==> config.mk <==
export PLATFORM = sky130hd
export DESIGN_NAME = srdp_core
export DESIGN_NICKNAME = d
export VERILOG_FILES = /design/src/srdp_pkg.sv /design/src/srdp_core.sv
export SDC_FILE = /design/constraint.sdc
export NUM_CORES = 1
export LEC_CHECK = 0
export BUFFER_PORTS_ARGS = -buffer_cell sky130_fd_sc_hd__clkbuf_2
export CORE_UTILIZATION = 35
export CTS_CLUSTER_DIAMETER = 200
export CTS_CLUSTER_SIZE = 28
export DETAILED_ROUTE_END_ITERATION = 8
export SYNTH_ARGS = -nofsm -noshare
export SYNTH_HDL_FRONTEND = slang
export SYNTH_SLANG_ARGS = --single-unit
==> constraint.sdc <==
create_clock -name mclk_i -period 4.6 [get_ports mclk_i]
set_input_delay 0.69 -clock mclk_i [delete_from_list [all_inputs] [get_ports mclk_i]]
set_output_delay 0.69 -clock mclk_i [all_outputs]
set_load 0.01 [all_outputs]
==> src/srdp_pkg.sv <==
// Constants for the serial rate and data port
// Assumes the register port of the surrounding core addresses these offsets
package srdp_pkg;
  localparam logic [7:0] ADDR_CLOCK_DIVIDER = 8'h00_A2;
  localparam logic [7:0] ADDR_DATA_BUFFER   = 8'h00_A3;
  localparam logic [7:0] RESET_DIVIDER      = 8'h00_00;
  localparam logic [7:0] RESET_DATA         = 8'h00_00;
  localparam int unsigned CLOCK_PERIOD_NS   = 25;
  // Bit count per byte and slave-side timing figures in system clocks
  localparam logic [3:0] BITS_PER_BYTE      = 4'h0_8;
  localparam int unsigned SLAVE_OUT_MAX     = 4;
  localparam int unsigned LAST_EDGE_MIN     = 6;
  localparam int unsigned LAST_EDGE_MAX     = 8;
  localparam logic [2:0] LAST_EDGE_DELAY    = 3'h0_6;
  typedef enum logic [3:0] {
    SRDP_IDLE = 4'h0_1,
    SRDP_LEAD = 4'h0_2,
    SRDP_TRAIL = 4'h0_4,
    SRDP_DONE = 4'h0_8
  } srdp_state_t;
endpackage : srdp_pkg

==> src/srdp_core.sv <==
// Byte-wide serial port: clock divider, shared data register, master and slave shifting
// Assumes register accesses are single-cycle strobes synchronous to mclk_i
//
// What this block does and what it expects of the external devices
// Master serial clock equals system clock over two times the sum of divider and one.
// Writing the data register loads transmit buffer; in master mode starts transfer.
// Reading the data register returns the receive buffer.
// Clock polarity select inverts idle and active serial clock levels.
// External slave sets input data one clock plus 20 ns before shift edge.
// External master waits two clocks after select falls before first edge.
// External master holds select low two clocks after the last edge.
// Slave drives valid output within four clocks after select falls.
// Slave releases output within four clocks after select rises.
// External master holds input stable two clocks around each sample edge.
// Slave updates output within four clocks after each shift edge that comes once at least one bit of the byte is sampled.
// Slave with phase one changes output six to eight clocks after last edge.
// External master holds serial clock high and low five clocks each.
// Slave samples input data mid bit.
// Master samples input data one clock before the end of each bit, or on the clock that ends the bit when the divider is zero.
`timescale 1ns/10ps
module srdp_core (
  input  wire logic       mclk_i,
  input  wire logic       rst_i,
  input  wire logic [7:0] reg_addr_i,
  input  wire logic       reg_wr_i,
  input  wire logic       reg_rd_i,
  input  wire logic [7:0] reg_wdata_i,
  output logic      [7:0] reg_rdata_o,
  input  wire logic       master_mode_i,
  input  wire logic       clock_polarity_select_i,
  input  wire logic       clock_phase_select_i,
  input  wire logic       sclk_i,
  output logic            sclk_o,
  output logic            sclk_oe_n_o,
  input  wire logic       slave_select_line_n_i,
  input  wire logic       sdi_i,
  output logic            sdo_o,
  output logic            sdo_oe_n_o,
  output logic            busy_o
);
  typedef struct packed {
    logic [7:0]            div;
    logic [7:0]            txbuf;
    logic [7:0]            rxbuf;
    logic [7:0]            shift;
    logic                  tx_pend;
    srdp_pkg::srdp_state_t st;
    logic [7:0]            cnt;
    logic [3:0]            bits;
    logic                  sclk;
    logic                  sdo;
    logic                  sdo_oe_n;
    logic                  sclk_oe_n;
    logic [7:0]            rdata;
    logic                  sck_prev;
    logic                  ss_prev;
    logic [2:0]            last_cnt;
    logic                  busy;
  } srdp_reg_t;

  srdp_reg_t q, d;
  logic      sck_norm;
  logic      lead_edge;
  logic      trail_edge;
  logic      shift_edge;
  logic      sample_edge;

  // Serial clock normalised to polarity zero, then edges seen by slave logic
  assign sck_norm    = sclk_i ^ clock_polarity_select_i;
  assign lead_edge   = sck_norm & ~q.sck_prev;
  assign trail_edge  = ~sck_norm & q.sck_prev;
  assign shift_edge  = clock_phase_select_i ? lead_edge : trail_edge;
  assign sample_edge = clock_phase_select_i ? trail_edge : lead_edge;

  always_comb begin
    d = q;
    d.sck_prev = sck_norm;
    d.ss_prev  = slave_select_line_n_i;
    d.rdata    = 8'h00_00;
    if (reg_rd_i && reg_addr_i == srdp_pkg::ADDR_CLOCK_DIVIDER) begin
      d.rdata = q.div;
    end
    if (reg_rd_i && reg_addr_i == srdp_pkg::ADDR_DATA_BUFFER) begin
      d.rdata = q.rxbuf;
    end
    if (reg_wr_i && reg_addr_i == srdp_pkg::ADDR_CLOCK_DIVIDER) begin
      d.div = reg_wdata_i;
    end
    if (reg_wr_i && reg_addr_i == srdp_pkg::ADDR_DATA_BUFFER) begin
      d.txbuf   = reg_wdata_i;
      d.tx_pend = 1'b1;
    end
    if (master_mode_i) begin
      d.sdo_oe_n  = 1'b0;
      d.sclk_oe_n = 1'b0;
      case (q.st)
        srdp_pkg::SRDP_IDLE: begin
          d.sclk = clock_polarity_select_i;
          d.busy = 1'b0;
          if (q.tx_pend) begin
            d.tx_pend = reg_wr_i && reg_addr_i == srdp_pkg::ADDR_DATA_BUFFER;
            d.shift   = q.txbuf;
            d.sdo     = q.txbuf[7];
            d.bits    = 4'h0_0;
            d.cnt     = q.div;
            d.busy    = 1'b1;
            d.st      = srdp_pkg::SRDP_LEAD;
          end
        end
        srdp_pkg::SRDP_LEAD, srdp_pkg::SRDP_TRAIL: begin
          if (q.cnt == 8'h00_00) begin
            d.cnt  = q.div;
            d.sclk = ~q.sclk;
            if (q.st == srdp_pkg::SRDP_LEAD) begin
              d.st = srdp_pkg::SRDP_TRAIL;
              if (clock_phase_select_i) begin
                d.sdo = q.shift[7];
              end
            end else begin
              d.bits = q.bits + 4'h0_1;
              d.st   = (q.bits == srdp_pkg::BITS_PER_BYTE - 4'h0_1) ?
                       srdp_pkg::SRDP_DONE : srdp_pkg::SRDP_LEAD;
              if (!clock_phase_select_i) begin
                // Sample already moved the next bit up unless the divider is zero
                d.sdo = (q.div == 8'h00_00) ? q.shift[6] : q.shift[7];
              end
            end
          end else begin
            d.cnt = q.cnt - 8'h00_01;
          end
          // Sample one system clock before the bit ends, or on the ending clock when the divider is zero
          if (q.st == srdp_pkg::SRDP_TRAIL && q.cnt == 8'h00_01 ||
              q.st == srdp_pkg::SRDP_TRAIL && q.div == 8'h00_00) begin
            d.shift = {q.shift[6:0], sdi_i};
          end
        end
        srdp_pkg::SRDP_DONE: begin
          d.rxbuf = q.shift;
          d.busy  = 1'b0;
          d.st    = srdp_pkg::SRDP_IDLE;
        end
        default: d.st = srdp_pkg::SRDP_IDLE;
      endcase
    end else begin
      d.st        = srdp_pkg::SRDP_IDLE;
      d.sclk_oe_n = 1'b1;
      d.sclk      = clock_polarity_select_i;
      d.sdo_oe_n  = slave_select_line_n_i;
      d.busy      = ~slave_select_line_n_i;
      if (slave_select_line_n_i) begin
        d.bits     = 4'h0_0;
        d.last_cnt = 3'h0_0;
      end else begin
        if (q.ss_prev) begin
          d.shift = q.txbuf;
          d.sdo   = q.txbuf[7];
        end
        if (sample_edge) begin
          // Input settles two clocks ahead, so the edge marks the bit middle
          d.shift = {q.shift[6:0], sdi_i};
          d.bits  = q.bits + 4'h0_1;
          if (q.bits == srdp_pkg::BITS_PER_BYTE - 4'h0_1) begin
            d.rxbuf = {q.shift[6:0], sdi_i};
            d.bits  = 4'h0_0;
            d.last_cnt = clock_phase_select_i ? 3'h0_1 : 3'h0_0;
          end
        end
        if (shift_edge && q.bits != 4'h0_0) begin
          d.sdo = q.shift[7];
        end
        if (q.last_cnt != 3'h0_0) begin
          d.last_cnt = q.last_cnt + 3'h0_1;
          if (q.last_cnt == srdp_pkg::LAST_EDGE_DELAY) begin
            d.sdo      = q.txbuf[7];
            d.shift    = q.txbuf;
            d.last_cnt = 3'h0_0;
          end
        end
      end
    end
  end

  always_ff @(posedge mclk_i or posedge rst_i) begin
    if (rst_i) begin
      q           <= '0;
      q.div       <= srdp_pkg::RESET_DIVIDER;
      q.txbuf     <= srdp_pkg::RESET_DATA;
      q.rxbuf     <= srdp_pkg::RESET_DATA;
      q.st        <= srdp_pkg::SRDP_IDLE;
      q.sdo_oe_n  <= 1'b1;
      q.sclk_oe_n <= 1'b1;
      q.ss_prev   <= 1'b1;
    end else begin
      q <= d;
    end
  end

  assign reg_rdata_o = q.rdata;
  assign sclk_o      = q.sclk;
  assign sclk_oe_n_o = q.sclk_oe_n;
  assign sdo_o       = q.sdo;
  assign sdo_oe_n_o  = q.sdo_oe_n;
  assign busy_o      = q.busy;
endmodule : srdp_core

Word level (Yosys, flattened, before mapping)
Index checks and enable logic that the tools add are counted.
{"block": "op_classes", "n_eq_ne": 20, "n_bitwise": 8, "addsub": 3, "n_mux": 50, "reduce_logical": 27}
{"cell": "8-bit 2-to-1 mux", "n": 10}
{"cell": "16-bit 2-to-1 mux", "n": 3}
{"cell": "4-bit 2-to-1 mux", "n": 8}
{"cell": "14-bit one-hot mux with 2 select lines", "n": 1}
{"cell": "25-bit 2-to-1 mux", "n": 1}
{"cell": "1-bit 2-to-1 mux", "n": 18}
{"cell": "8-bit == test, second input constant", "n": 2}
{"cell": "8-bit zero test", "n": 2}
{"cell": "8-bit one-hot mux with 2 select lines", "n": 1}
{"cell": "3-bit 2-to-1 mux", "n": 5}
{"cell": "3-bit inequality test, second input constant", "n": 4}
{"cell": "3-bit nonzero test", "n": 4}
{"cell": "4-bit by 3-bit == test with 1-bit output, second input constant", "n": 2}
{"cell": "8-bit by 1-bit == test with 1-bit output, second input constant", "n": 1}
{"cell": "4-bit inequality test, second input constant", "n": 2}
{"cell": "4-bit one-hot mux with 2 select lines", "n": 1}
{"cell": "4-bit AND reduction", "n": 2}
{"cell": "8-bit by 1-bit subtractor with 8-bit output, second input constant", "n": 1}
{"cell": "1-bit logical AND", "n": 7}
{"cell": "6-bit 2-to-1 mux", "n": 1}
{"cell": "3-bit by 1-bit inequality test with 1-bit output, second input constant", "n": 2}
{"cell": "3-bit AND reduction", "n": 2}
{"cell": "6-bit AND reduction", "n": 1}
{"cell": "2-bit nonzero test", "n": 3}
{"cell": "other kinds (17)", "n": 24}
{"block": "word_totals", "elab_cells": 125, "register_bits": 67, "out_inout_bits": 13, "inputBits": 26}

Logic depth before layout (Yosys ltp)
Gate-level depths: netlist of the first run.
{"block": "depth", "depth_word": 10, "mapped_depth": 8, "ltp_nobuf": 7}

Worst setup path after synthesis of the first run
No wires, ideal clock.
{"block": "synth_path", "kind": "input to register", "start": "input port clock_phase_select_i", "end": "register q[18] in the netlist's numbering", "arrival_time_ns": 2.004, "n_path_buf": 0, "stages": 5, "slack_ns": 2.471, "cell_sequence": "xor3_1 -> and2_1 -> o22ai_1 -> or2_4 -> mux2_4"}
{"block": "synth_via", "elab_chain_cells": 3}
{"element": "start, declared", "line_no": "srdp_core.sv:31", "rtl": "input wire logic clock_phase_select_i,"}
{"element": "1-bit 2-to-1 mux", "line_no": "srdp_core.sv:73", "rtl": "assign sample_edge = clock_phase_select_i ? trail_edge : lead_edge;"}
{"element": "3-bit nonzero test (no source line)"}
{"element": "5-bit AND reduction (no source line)"}
{"element": "end, declared", "line_no": "srdp_core.sv:61", "rtl": "srdp_reg_t q, d;"}
Every way passes these cells.
A chain may end at the register's enable or synchronous reset.

Worst setup path after layout of the first run
{"block": "layout_path", "start": "input port master_mode_i", "end": "register q[41] in the netlist's numbering"}
{"block": "layout_via", "elab_chain_cells": 2}
{"element": "start, declared", "line_no": "srdp_core.sv:29", "rtl": "input wire logic master_mode_i,"}
{"element": "3-bit by 1-bit inequality test with 1-bit output (no source line), or another cell as far along"}
{"element": "4-bit AND reduction (no source line)"}
Several ways; a longest one is shown, not always the timed one.

==> results.txt, run 1 <==
status - completed
Switching Fraction - 27.9%
period utilisation layout - 60.9%
Starting Density - 36.2%
crit path capture type - flop
Routed wire per std cell - 16.7 um
sequential-to-total area share from yosys stat - 42.4%
fin. max-slew vios - 0
Clock transition at path regs - 0.06 ns
row cnt - 38
f_max - 0.357 GHz
synth cell count leaders - dfrtp_1, nor2_1, nand2_1, nand3_1, a21oi_1
clock power share - 43.0%
syn_nets - 450
Arr. time, crit path - 3.00 ns
top-count cell post-synth - dfrtp_1
CTS Sinks - 67
drt first-iter violations - 250
final setup skew - 0.0110 ns
Die Wd - 108 um
Setup-failing EPs final - 0
ant diodes - 0
max-cap violations - 0
largest net degree at the start of global routing - 44
crit path max fanout - 31
syn_area_per_cell - 9.46 um^2
first-pass GRT wire length - 16.6 mm
Async SR Flop Fraction - 100%
sequential share of power - 44.3%
Yosys warnings - 0
hold-fix buffers at CTS - 0
Layout fillers - 1,116
DPL Wire Length - 7.02 mm
CTS tree - built
Logic pwr share - 12.7%
Vias/cell - 5.57
final hold vios - 0
Rel. slew slack - 36.7%
share of cells above drive strength 1 - 17.8%
min-delay worst type - in2reg
post_cts resized - 0
min Tclk post-route - 2.80 ns
total setup buffers inserted after CTS - 0
setup_tns - 0 ns
startpoint types - input pin
worst slew pin tran - 0.945 ns
Placeable Area - 10,900 um^2
Synth area leader - dfrtp_1
vias in the first global route - 3,131
synthesized netlist cell count - 419
Peak VDD IR - 0.000234 V
vias - 3,253
power density over the cells - 335 nW/um^2
switching power - 0.000415 W
top-area cell type share of the netlist area - 39.8%
Area growth, synth to finish - 12.2%
residual DRC count - 0
First-pass DRT Iterations - 4
CTS H-tree depth - 3
worst-case clock buffer depth - 2
Synth cell types - 69
clk_lat worst skew - 0.34 ns
die outline area - 11,800 um^2
Worst Path Required - 4.80 ns
Mapped Area - 3960 um^2
CTS buffer count - 9
I/O pin count - 39
GPL Wtd Cong - 0.834
Die H - 108 um
Total GRT Usage - 18.3%
antenna violations before repair - 0
number of nets in the layout - 470
Internal Power - 0.00107 W
leakage - 1.91 nW
PortBufs - 38
Crit Path Class - in2reg
RSZ-0062 raised after global routing - no
root buffer cell - clkbuf_16
total gr overflow - 0
Core Util, Final - 40.7%
Area contributors post-synth - dfrtp_1, mux2_1, mux2i_1
Total Wirelength - 9.76 mm
number of nets with antenna violations after routing - 0
Primary FF master, synth - dfrtp_1
EDFF count, synth - 0
flops & latches, synth - 67
[flip-flops by register name (all words and copies together), names as in the netlist]
register	count
reg_rdata_o	8
busy_o	1
sdo_o	1
sclk_oe_n_o	1
sdo_oe_n_o	1
q	54
sclk_o	1
[metrics by stage]
stage | cells | cell area [um^2] | power, W | setup slack, ns | hold WS (ns)
global placement | 568 | 4170 | 0.000852 | 1.62 | 0.524
global route | 584 | 4450 | 0.00156 | 1.60 | 0.520
floorplan | 419 | 3960 | 0.000798 | 2.23 | 0.487
finish | 584 | 4450 | 0.00149 | 1.80 | 0.525
detailed placement | 568 | 4170 | 0.000857 | 1.53 | 0.535
CTS | 584 | 4450 | 0.00150 | 1.85 | 0.515
[worst max-delay path: stages]
cell	delay (ns)
clkbuf_2	0.36
inv_1	0.75
a221oi_1	0.17
nor2_2	0.31
and2_1	0.34
mux2_1	0.37
[final timing paths]
check / startpoint / end / slack, ns / depth (start not counted)
hold / removal: slave_select_line_n_i / q[4] / 0.52 / 1
hold reg to reg: q[43] / reg_rdata_o[0] / 0.54 / 2
max in group asynchronous: rst_i / sclk_oe_n_o / 3.15 / 3
min in group asynchronous: rst_i / q[27] / 0.54 / 2
setup reg to reg: q[31] / q[18] / 1.81 / 5
setup / recovery: master_mode_i / q[41] / 1.80 / 6
[layer usage]
| metal | up-vias | GRT usage, % | share of wire (%) |
|---|---|---|---|
| li1 | 1578 | - | - |
| met1 | 1575 | 25.7 | 49 |
| met2 | 95 | 28.1 | 45 |
| met3 | 5 | 4.22 | 5.1 |
| met4 | 0 | 5.21 | 0.82 |
| met5 | - | 0 | 0 |
[final cells by class]
cell class              count  area [um^2]  share of cell area [%]
flip-flops and latches     67         1680                    37.8
clock inverters             6         41.3                   0.929
repair buffers             40          205                    4.61
clock buffers              10          239                    5.37
inverters                  12         45.0                    1.01
well taps                 140          175                    3.94
multi-input cells         309         2060                    46.3
[power groups by stage]
stage               Sequential [W]  Combinational (W)  Clock (W)
finish                    0.000660           0.000190   0.000640
global route              0.000664           0.000214   0.000680
CTS                       0.000658           0.000190   0.000651
detailed placement        0.000669           0.000188          0
global placement          0.000667           0.000185          0
floorplan                 0.000654           0.000144          0
[cell families (layout without fill, tap and decap cells)]
group | after synthesis | in the layout | share of synthesized area, %
simple gates | 154 | 154 | 20.0
buf+inv | 43 | 68 | 5.62
fa+ha+maj | 5 | 5 | 1.58
xor+xnor | 6 | 6 | 1.89
mux | 37 | 37 | 10.1
flops | 67 | 67 | 42.4
compound gates | 107 | 107 | 18.4
[layout by cell type (no fill, tap or decap), types with 17 or more instances in the layout]
cell type and count:
mux2_1 17, a31oi_1 17, dfrtp_1 63, mux2i_1 17, nor2_1 44, a21oi_1 21
nand2_1 30, nand3_1 23, clkbuf_2 38
Power figures use the tool's default switching activity.
==> run 2: changes to the inputs <==
- clock period: 4.6 -> 2.9 ns (I/O delays scaled with it)
==> run 2 against run 1 <==
Against the previous run: global-route usage rose by 0.62 points; clock-buffer cell count fell by 1; setup slack got worse by 1.4 ns; worst hold slack got worse by 0.43 ns; via count rose by 2.2%; cell count rose by 1.2%; sequential cell count did not move; critical endpoint unchanged; largest cell class unchanged; highest routed layer unchanged.
==> results.txt, run 2 (synthesis results as in run 1) <==
final setup skew - 0.00789 ns (-0.00310 ns)
Setup-failing EPs final - 0 (unchanged)
fin. max-slew vios - 0 (unchanged)
row cnt - 38 (unchanged)
CTS buffer count - 9 (unchanged)
max FFs per register - 54 (unchanged)
Peak VDD IR - 0.000291 V (+24%)
Crit Path Class - reg2reg
f_max - 0.394 GHz
Rel. slew slack - 41.0% (+4.3 points)
residual DRC count - 0 (unchanged)
setup_tns - 0 ns (unchanged)
crit path max fanout - 16 (-48%)
First-pass DRT Iterations - 5 (+1)
largest net degree at the start of global routing - 28 (-36%)
final hold vios - 0 (unchanged)
number of nets in the layout - 477 (+1.5%)
total gr overflow - 0 (unchanged)
vias - 3,324 (+2.2%)
Worst Path Required - 3.11 ns (-1.69 ns)
Arr. time, crit path - 2.74 ns (-0.26 ns)
Layout fillers - 1,104 (-1.1%)
first-pass GRT wire length - 17.1 mm (+3.1%)
clock power share - 42.6% (-0.4 points)
Routed wire per std cell - 17.3 um (+3.6%)
total setup buffers inserted after CTS - 0 (unchanged)
post_cts resized - 0 (unchanged)
worst slew pin tran - 0.882 ns (-0.0636 ns)
worst-case clock buffer depth - 2 (unchanged)
power density over the cells - 531 nW/um^2 (+59%)
clk_lat worst skew - 0.33 ns (about the same)
sequential share of power - 43.9% (-0.4 points)
antenna violations before repair - 0 (unchanged)
switching power - 0.000690 W (+66%)
leakage - 1.95 nW (+1.9%)
drt first-iter violations - 272 (+8.8%)
RSZ-0062 raised after global routing - no
startpoint types - flop
min Tclk post-route - 2.54 ns
CTS Sinks - 67 (unchanged)
register bank with the most flops - q
Die H - 108 um (unchanged)
PortBufs - 38 (unchanged)
number of nets with antenna violations after routing - 0 (unchanged)
overall power - 0.00239 W (+60%)
CTS tree - built
DPL Wire Length - 7.34 mm (+4.6%)
period utilisation layout - 87.5%
Total GRT Usage - 18.9% (+0.62 points)
Total Wirelength - 10.2 mm (+4.9%)
Placeable Area - 10,900 um^2 (unchanged)
most common cell after layout, fill and taps aside - dfrtp_1
min-delay worst type - in2async
vias in the first global route - 3,243 (+3.6%)
Logic pwr share - 13.5% (+0.8 points)
Starting Density - 36.2% (unchanged)
Switching Fraction - 28.9% (+1.0 points)
most frequent cells in the layout - dfrtp_1, nor2_1, clkbuf_2, nand2_1, nand3_1
Vias/cell - 5.62 (+0.97%)
CTS H-tree depth - 3 (unchanged)
die outline area - 11,800 um^2 (unchanged)
crit path capture type - flop
max-cap violations - 0 (unchanged)
GPL Wtd Cong - 0.883 (+5.9%)
Clock transition at path regs - 0.06 ns (about the same)
ant diodes - 0 (unchanged)
hold-fix buffers at CTS - 0 (unchanged)
share of cells above drive strength 1 - 19.1% (+1.3 points)
root buffer cell - clkbuf_16
I/O pin count - 39 (unchanged)
reg2reg start - q[31]
Internal Power - 0.00170 W (+58%)
status - completed
CP startpoint - q[31]
Core Util, Final - 41.1% (+0.45 points)
Die Wd - 108 um (unchanged)
Area growth, synth to finish - 13.4%
==> run 2: cell types whose count changed in the layout (fill, tap and decap cells not counted), sizes merged <==
| cell | before | now |
|---|---|---|
| buf | 2 | 9 |
| clkbuf | 48 | 47 |
| clkinvlp | 3 | 2 |
| inv | 12 | 14 |
==> run 2: per-stage QoR <==
stage | instances | hold slack [ns] | worst slack [ns] | cell area [um^2]
detailed placement | 575 | 0.458 | 0.431 | 4220
global route | 591 | 0.135 | 0.197 | 4500
floorplan | 419 | 0.439 | 0.788 | 3960
CTS | 591 | 0.106 | 0.392 | 4500
global placement | 575 | 0.452 | 0.539 | 4220
finish | 591 | 0.0966 | 0.362 | 4500
==> run 2: final cells by class <==
type / instances / area [um^2] / share of cell area [%]
Clock buffer: 9 / 225 / 5.01
Clock inverter: 7 / 51.3 / 1.14
Inverter: 12 / 45.0 / 1.00
Multi-Input combinational cell: 309 / 2060 / 45.8
Sequential cell: 67 / 1680 / 37.4
Tap cell: 140 / 175 / 3.90
Timing Repair Buffer: 47 / 258 / 5.73
==> run 2: per-layer routing <==
layer  part of all wire [%]  track usage (%)  vias to the layer above
li1                       -                -                     1598
met1                     49             26.4                     1618
met2                     46             29.2                       98
met3                    4.7             3.92                       10
met4                   0.96             6.18                        0
met5                      0                0                        -
==> run 2: worst max-delay path: stages, from the launching register on <==
cell	delay, ns
dfrtp_1	0.60
xor2_2	0.62
a221oi_1	0.22
nor2_2	0.29
and2_1	0.33
mux2_1	0.35
==> run 2: final timing paths <==
check / end / slack (ns) / cells past startpoint
max in group asynchronous: q[4] / 2.03 / 3
max: q[41] / 0.36 / 5
min in group mclk_i: q[4] / 0.28 / 1
min reg2reg: reg_rdata_o[0] / 0.54 / 2
max reg2reg: q[41] / 0.36 / 5
min: reg_rdata_o[7] / 0.1 / 2
==> run 2: power by group through the flow <==
stage	sequential, W	combinational [W]	clock, W
after global placement	0.00106	0.000311	0
after detailed placement	0.00106	0.000317	0
after CTS	0.00105	0.000320	0.00104
after global routing	0.00105	0.000360	0.00109
final	0.00105	0.000321	0.00102
after floorplan	0.00104	0.000229	0
==> run 3: changes to the inputs <==
- CORE_UTILIZATION: 35 -> 59
- PLACE_DENSITY: default -> 0.8
==> run 3 against run 2 <==
Against the previous run: the flow now finishes with violations (DRC); register-to-register slack worse by 0.02 ns; critical path depth unchanged; design area down 3.4%; critical path type unchanged; critical endpoint unchanged; highest routed layer unchanged.
==> results.txt, run 3 (synthesis results as in run 1) <==
leakage - 1.91 nW (-2.0%)
Clock transition at path regs - 0.08 ns (+0.02 ns)
crit path max fanout - 16 (unchanged)
Total Wirelength - 9.44 mm (-7.8%)
most frequent cells in the layout - dfrtp_1, nor2_1, clkbuf_2, nand2_1, nand3_1
vias - 3,337 (+0.39%)
dpl cells - 510 (-11%)
Routed wire per std cell - 17.9 um (+3.4%)
Total GRT Usage - 29.3% (+10 points)
drt first-iter violations - 321 (+18%)
CTS buffer count - 9 (unchanged)
power density over the cells - 500 nW/um^2 (-5.8%)
Placed Area - 4130 um^2 (-2.2%)
violated checks - DRC
RSZ-0062 raised after global routing - no
FF-to-FF setup slack - 0.34 ns (-0.02 ns)
reg2reg start - q[31]
number of nets with antenna violations after routing - 0 (unchanged)
die outline area - 7050 um^2 (-40%)
Area growth, synth to finish - 9.53%
max-cap violations - 0 (unchanged)
post_cts resized - 0 (unchanged)
min-delay worst type - in2reg
crit path capture type - flop
CP startpoint - q[31]
CTS H-tree depth - 3 (unchanged)
Starting Density - 61.7% (+25 points)
Vias/cell - 6.33 (+13%)
Critical path buffers and inverters - 0 (unchanged)
share of cells above drive strength 1 - 18.7% (-0.40 points)
largest net degree at the start of global routing - 33 (+18%)
min Tclk post-route - 2.56 ns (+0.0203 ns)
Peak VDD IR - 0.000362 V (+24%)
startpoint types - flop
register bank with the most flops - q
antenna violations before repair - 0 (unchanged)
footprint of the multi-input gates - 2060 um^2 (unchanged)
DPL Wire Length - 6.83 mm (-7.0%)
Setup-failing EPs final - 0 (unchanged)
Layout fillers - 527 (-52%)
most common cell after layout, fill and taps aside - dfrtp_1
CTS Sinks - 67 (unchanged)
Die H - 84.0 um (-23%)
Core Util, Final - 67.6% (+26 points)
final hold vios - 0 (unchanged)
worst-path cell chain - xor2_2 -> a221oi_1 -> nor2_2 -> and2_1 -> mux2_1
clk_lat worst skew - 0.36 ns (+0.03 ns)
status - complete, but fails checks
final instance area - 4340 um^2 (-3.4%)
first-pass GRT wire length - 15.9 mm (-6.7%)
residual DRC count - 12 (+12)
final non-filler cell total - 527 (-11%)
Worst Path Required - 3.14 ns (+0.03 ns)
Crit path largest cell delay - 0.61 ns (about the same)
worst slew pin tran - 1.10 ns (+0.219 ns)
I/O pin count - 39 (unchanged)
ant diodes - 0 (unchanged)
vias in the first global route - 3,221 (-0.68%)
CP top delay family - simple AND/OR/NAND/NOR gates
setup_tns - 0 ns (unchanged)
Hold Crit Start - slave_select_line_n_i
final hold slack - 0.240 ns (+0.143 ns)
GPL Wtd Cong - 0.971 (+9.9%)
Arr. time, crit path - 2.79 ns (+0.05 ns)
row cnt - 29 (-24%)
worst-case clock buffer depth - 2 (unchanged)
CP max-delay cell - xor2_2
final setup skew - 0.00980 ns (+0.00190 ns)
First-pass DRT Iterations - 7 (+2)
max FFs per register - 54 (unchanged)
fin. max-slew vios - 0 (unchanged)
PortBufs - 38 (unchanged)
root buffer cell - clkbuf_8
total gr overflow - 0 (unchanged)
Crit Path Class - reg2reg
period utilisation layout - 88.2% (+0.70 points)
Die Wd - 84.0 um (-23%)
Placeable Area - 6420 um^2 (-41%)
Rel. slew slack - 26.5% (-14 points)
register area - 1680 um^2 (unchanged)
CTS tree - built
number of nets in the layout - 476 (-0.21%)
f_max - 0.391 GHz (-0.79%)
-- run 3: report_power, final --
group / switching (W) / leakage [nW] / internal, W / total [W]
logic: 0.000186 / 0.919 / 0.000129 / 0.000316
clock network: 0.000398 / 0.0988 / 0.000411 / 0.000810
registers: 0.0000656 / 0.889 / 0.000980 / 0.00105
-- run 3: path summary, 6_finish.rpt --
check	to	depth (start not counted)
worst min-delay path	q[4]	1
worst max-delay path	q[41]	5
min in group asynchronous	reg_rdata_o[4]	3
worst max register to register	q[41]	5
max in group asynchronous	q[4]	4
worst min register to register	q[21]	1
-- run 3: per-layer routing --
layer | track usage [%] | routed length [um] | up-vias
met5 | 0 | 0 | -
met4 | 12.7 | 232 | 0
met3 | 5.74 | 643 | 22
met2 | 46.3 | 4450 | 143
met1 | 39.4 | 4120 | 1582
li1 | - | - | 1590
-- run 3: area by class of cell --
class                   count  area share [%]
clock inverters             7            1.90
multi-input cells         309            47.4
repair buffers             46            5.82
well taps                  77            2.22
clock buffers               9            2.85
flip-flops and latches     67            38.7
inverters                  12            1.04
-- run 3: metrics by stage --
step	worst slack, ns	power (W)
global route	0.159	0.00227
finish	0.341	0.00217
global placement	0.516	0.00136
detailed placement	0.403	0.00137
CTS	0.381	0.00219
floorplan	0.788	0.00127
-- run 3: repair_timing --
item,CTS,global route
endpoints found under the hold margin,4,0
buffers inserted,0,0
hold buffers,1,0
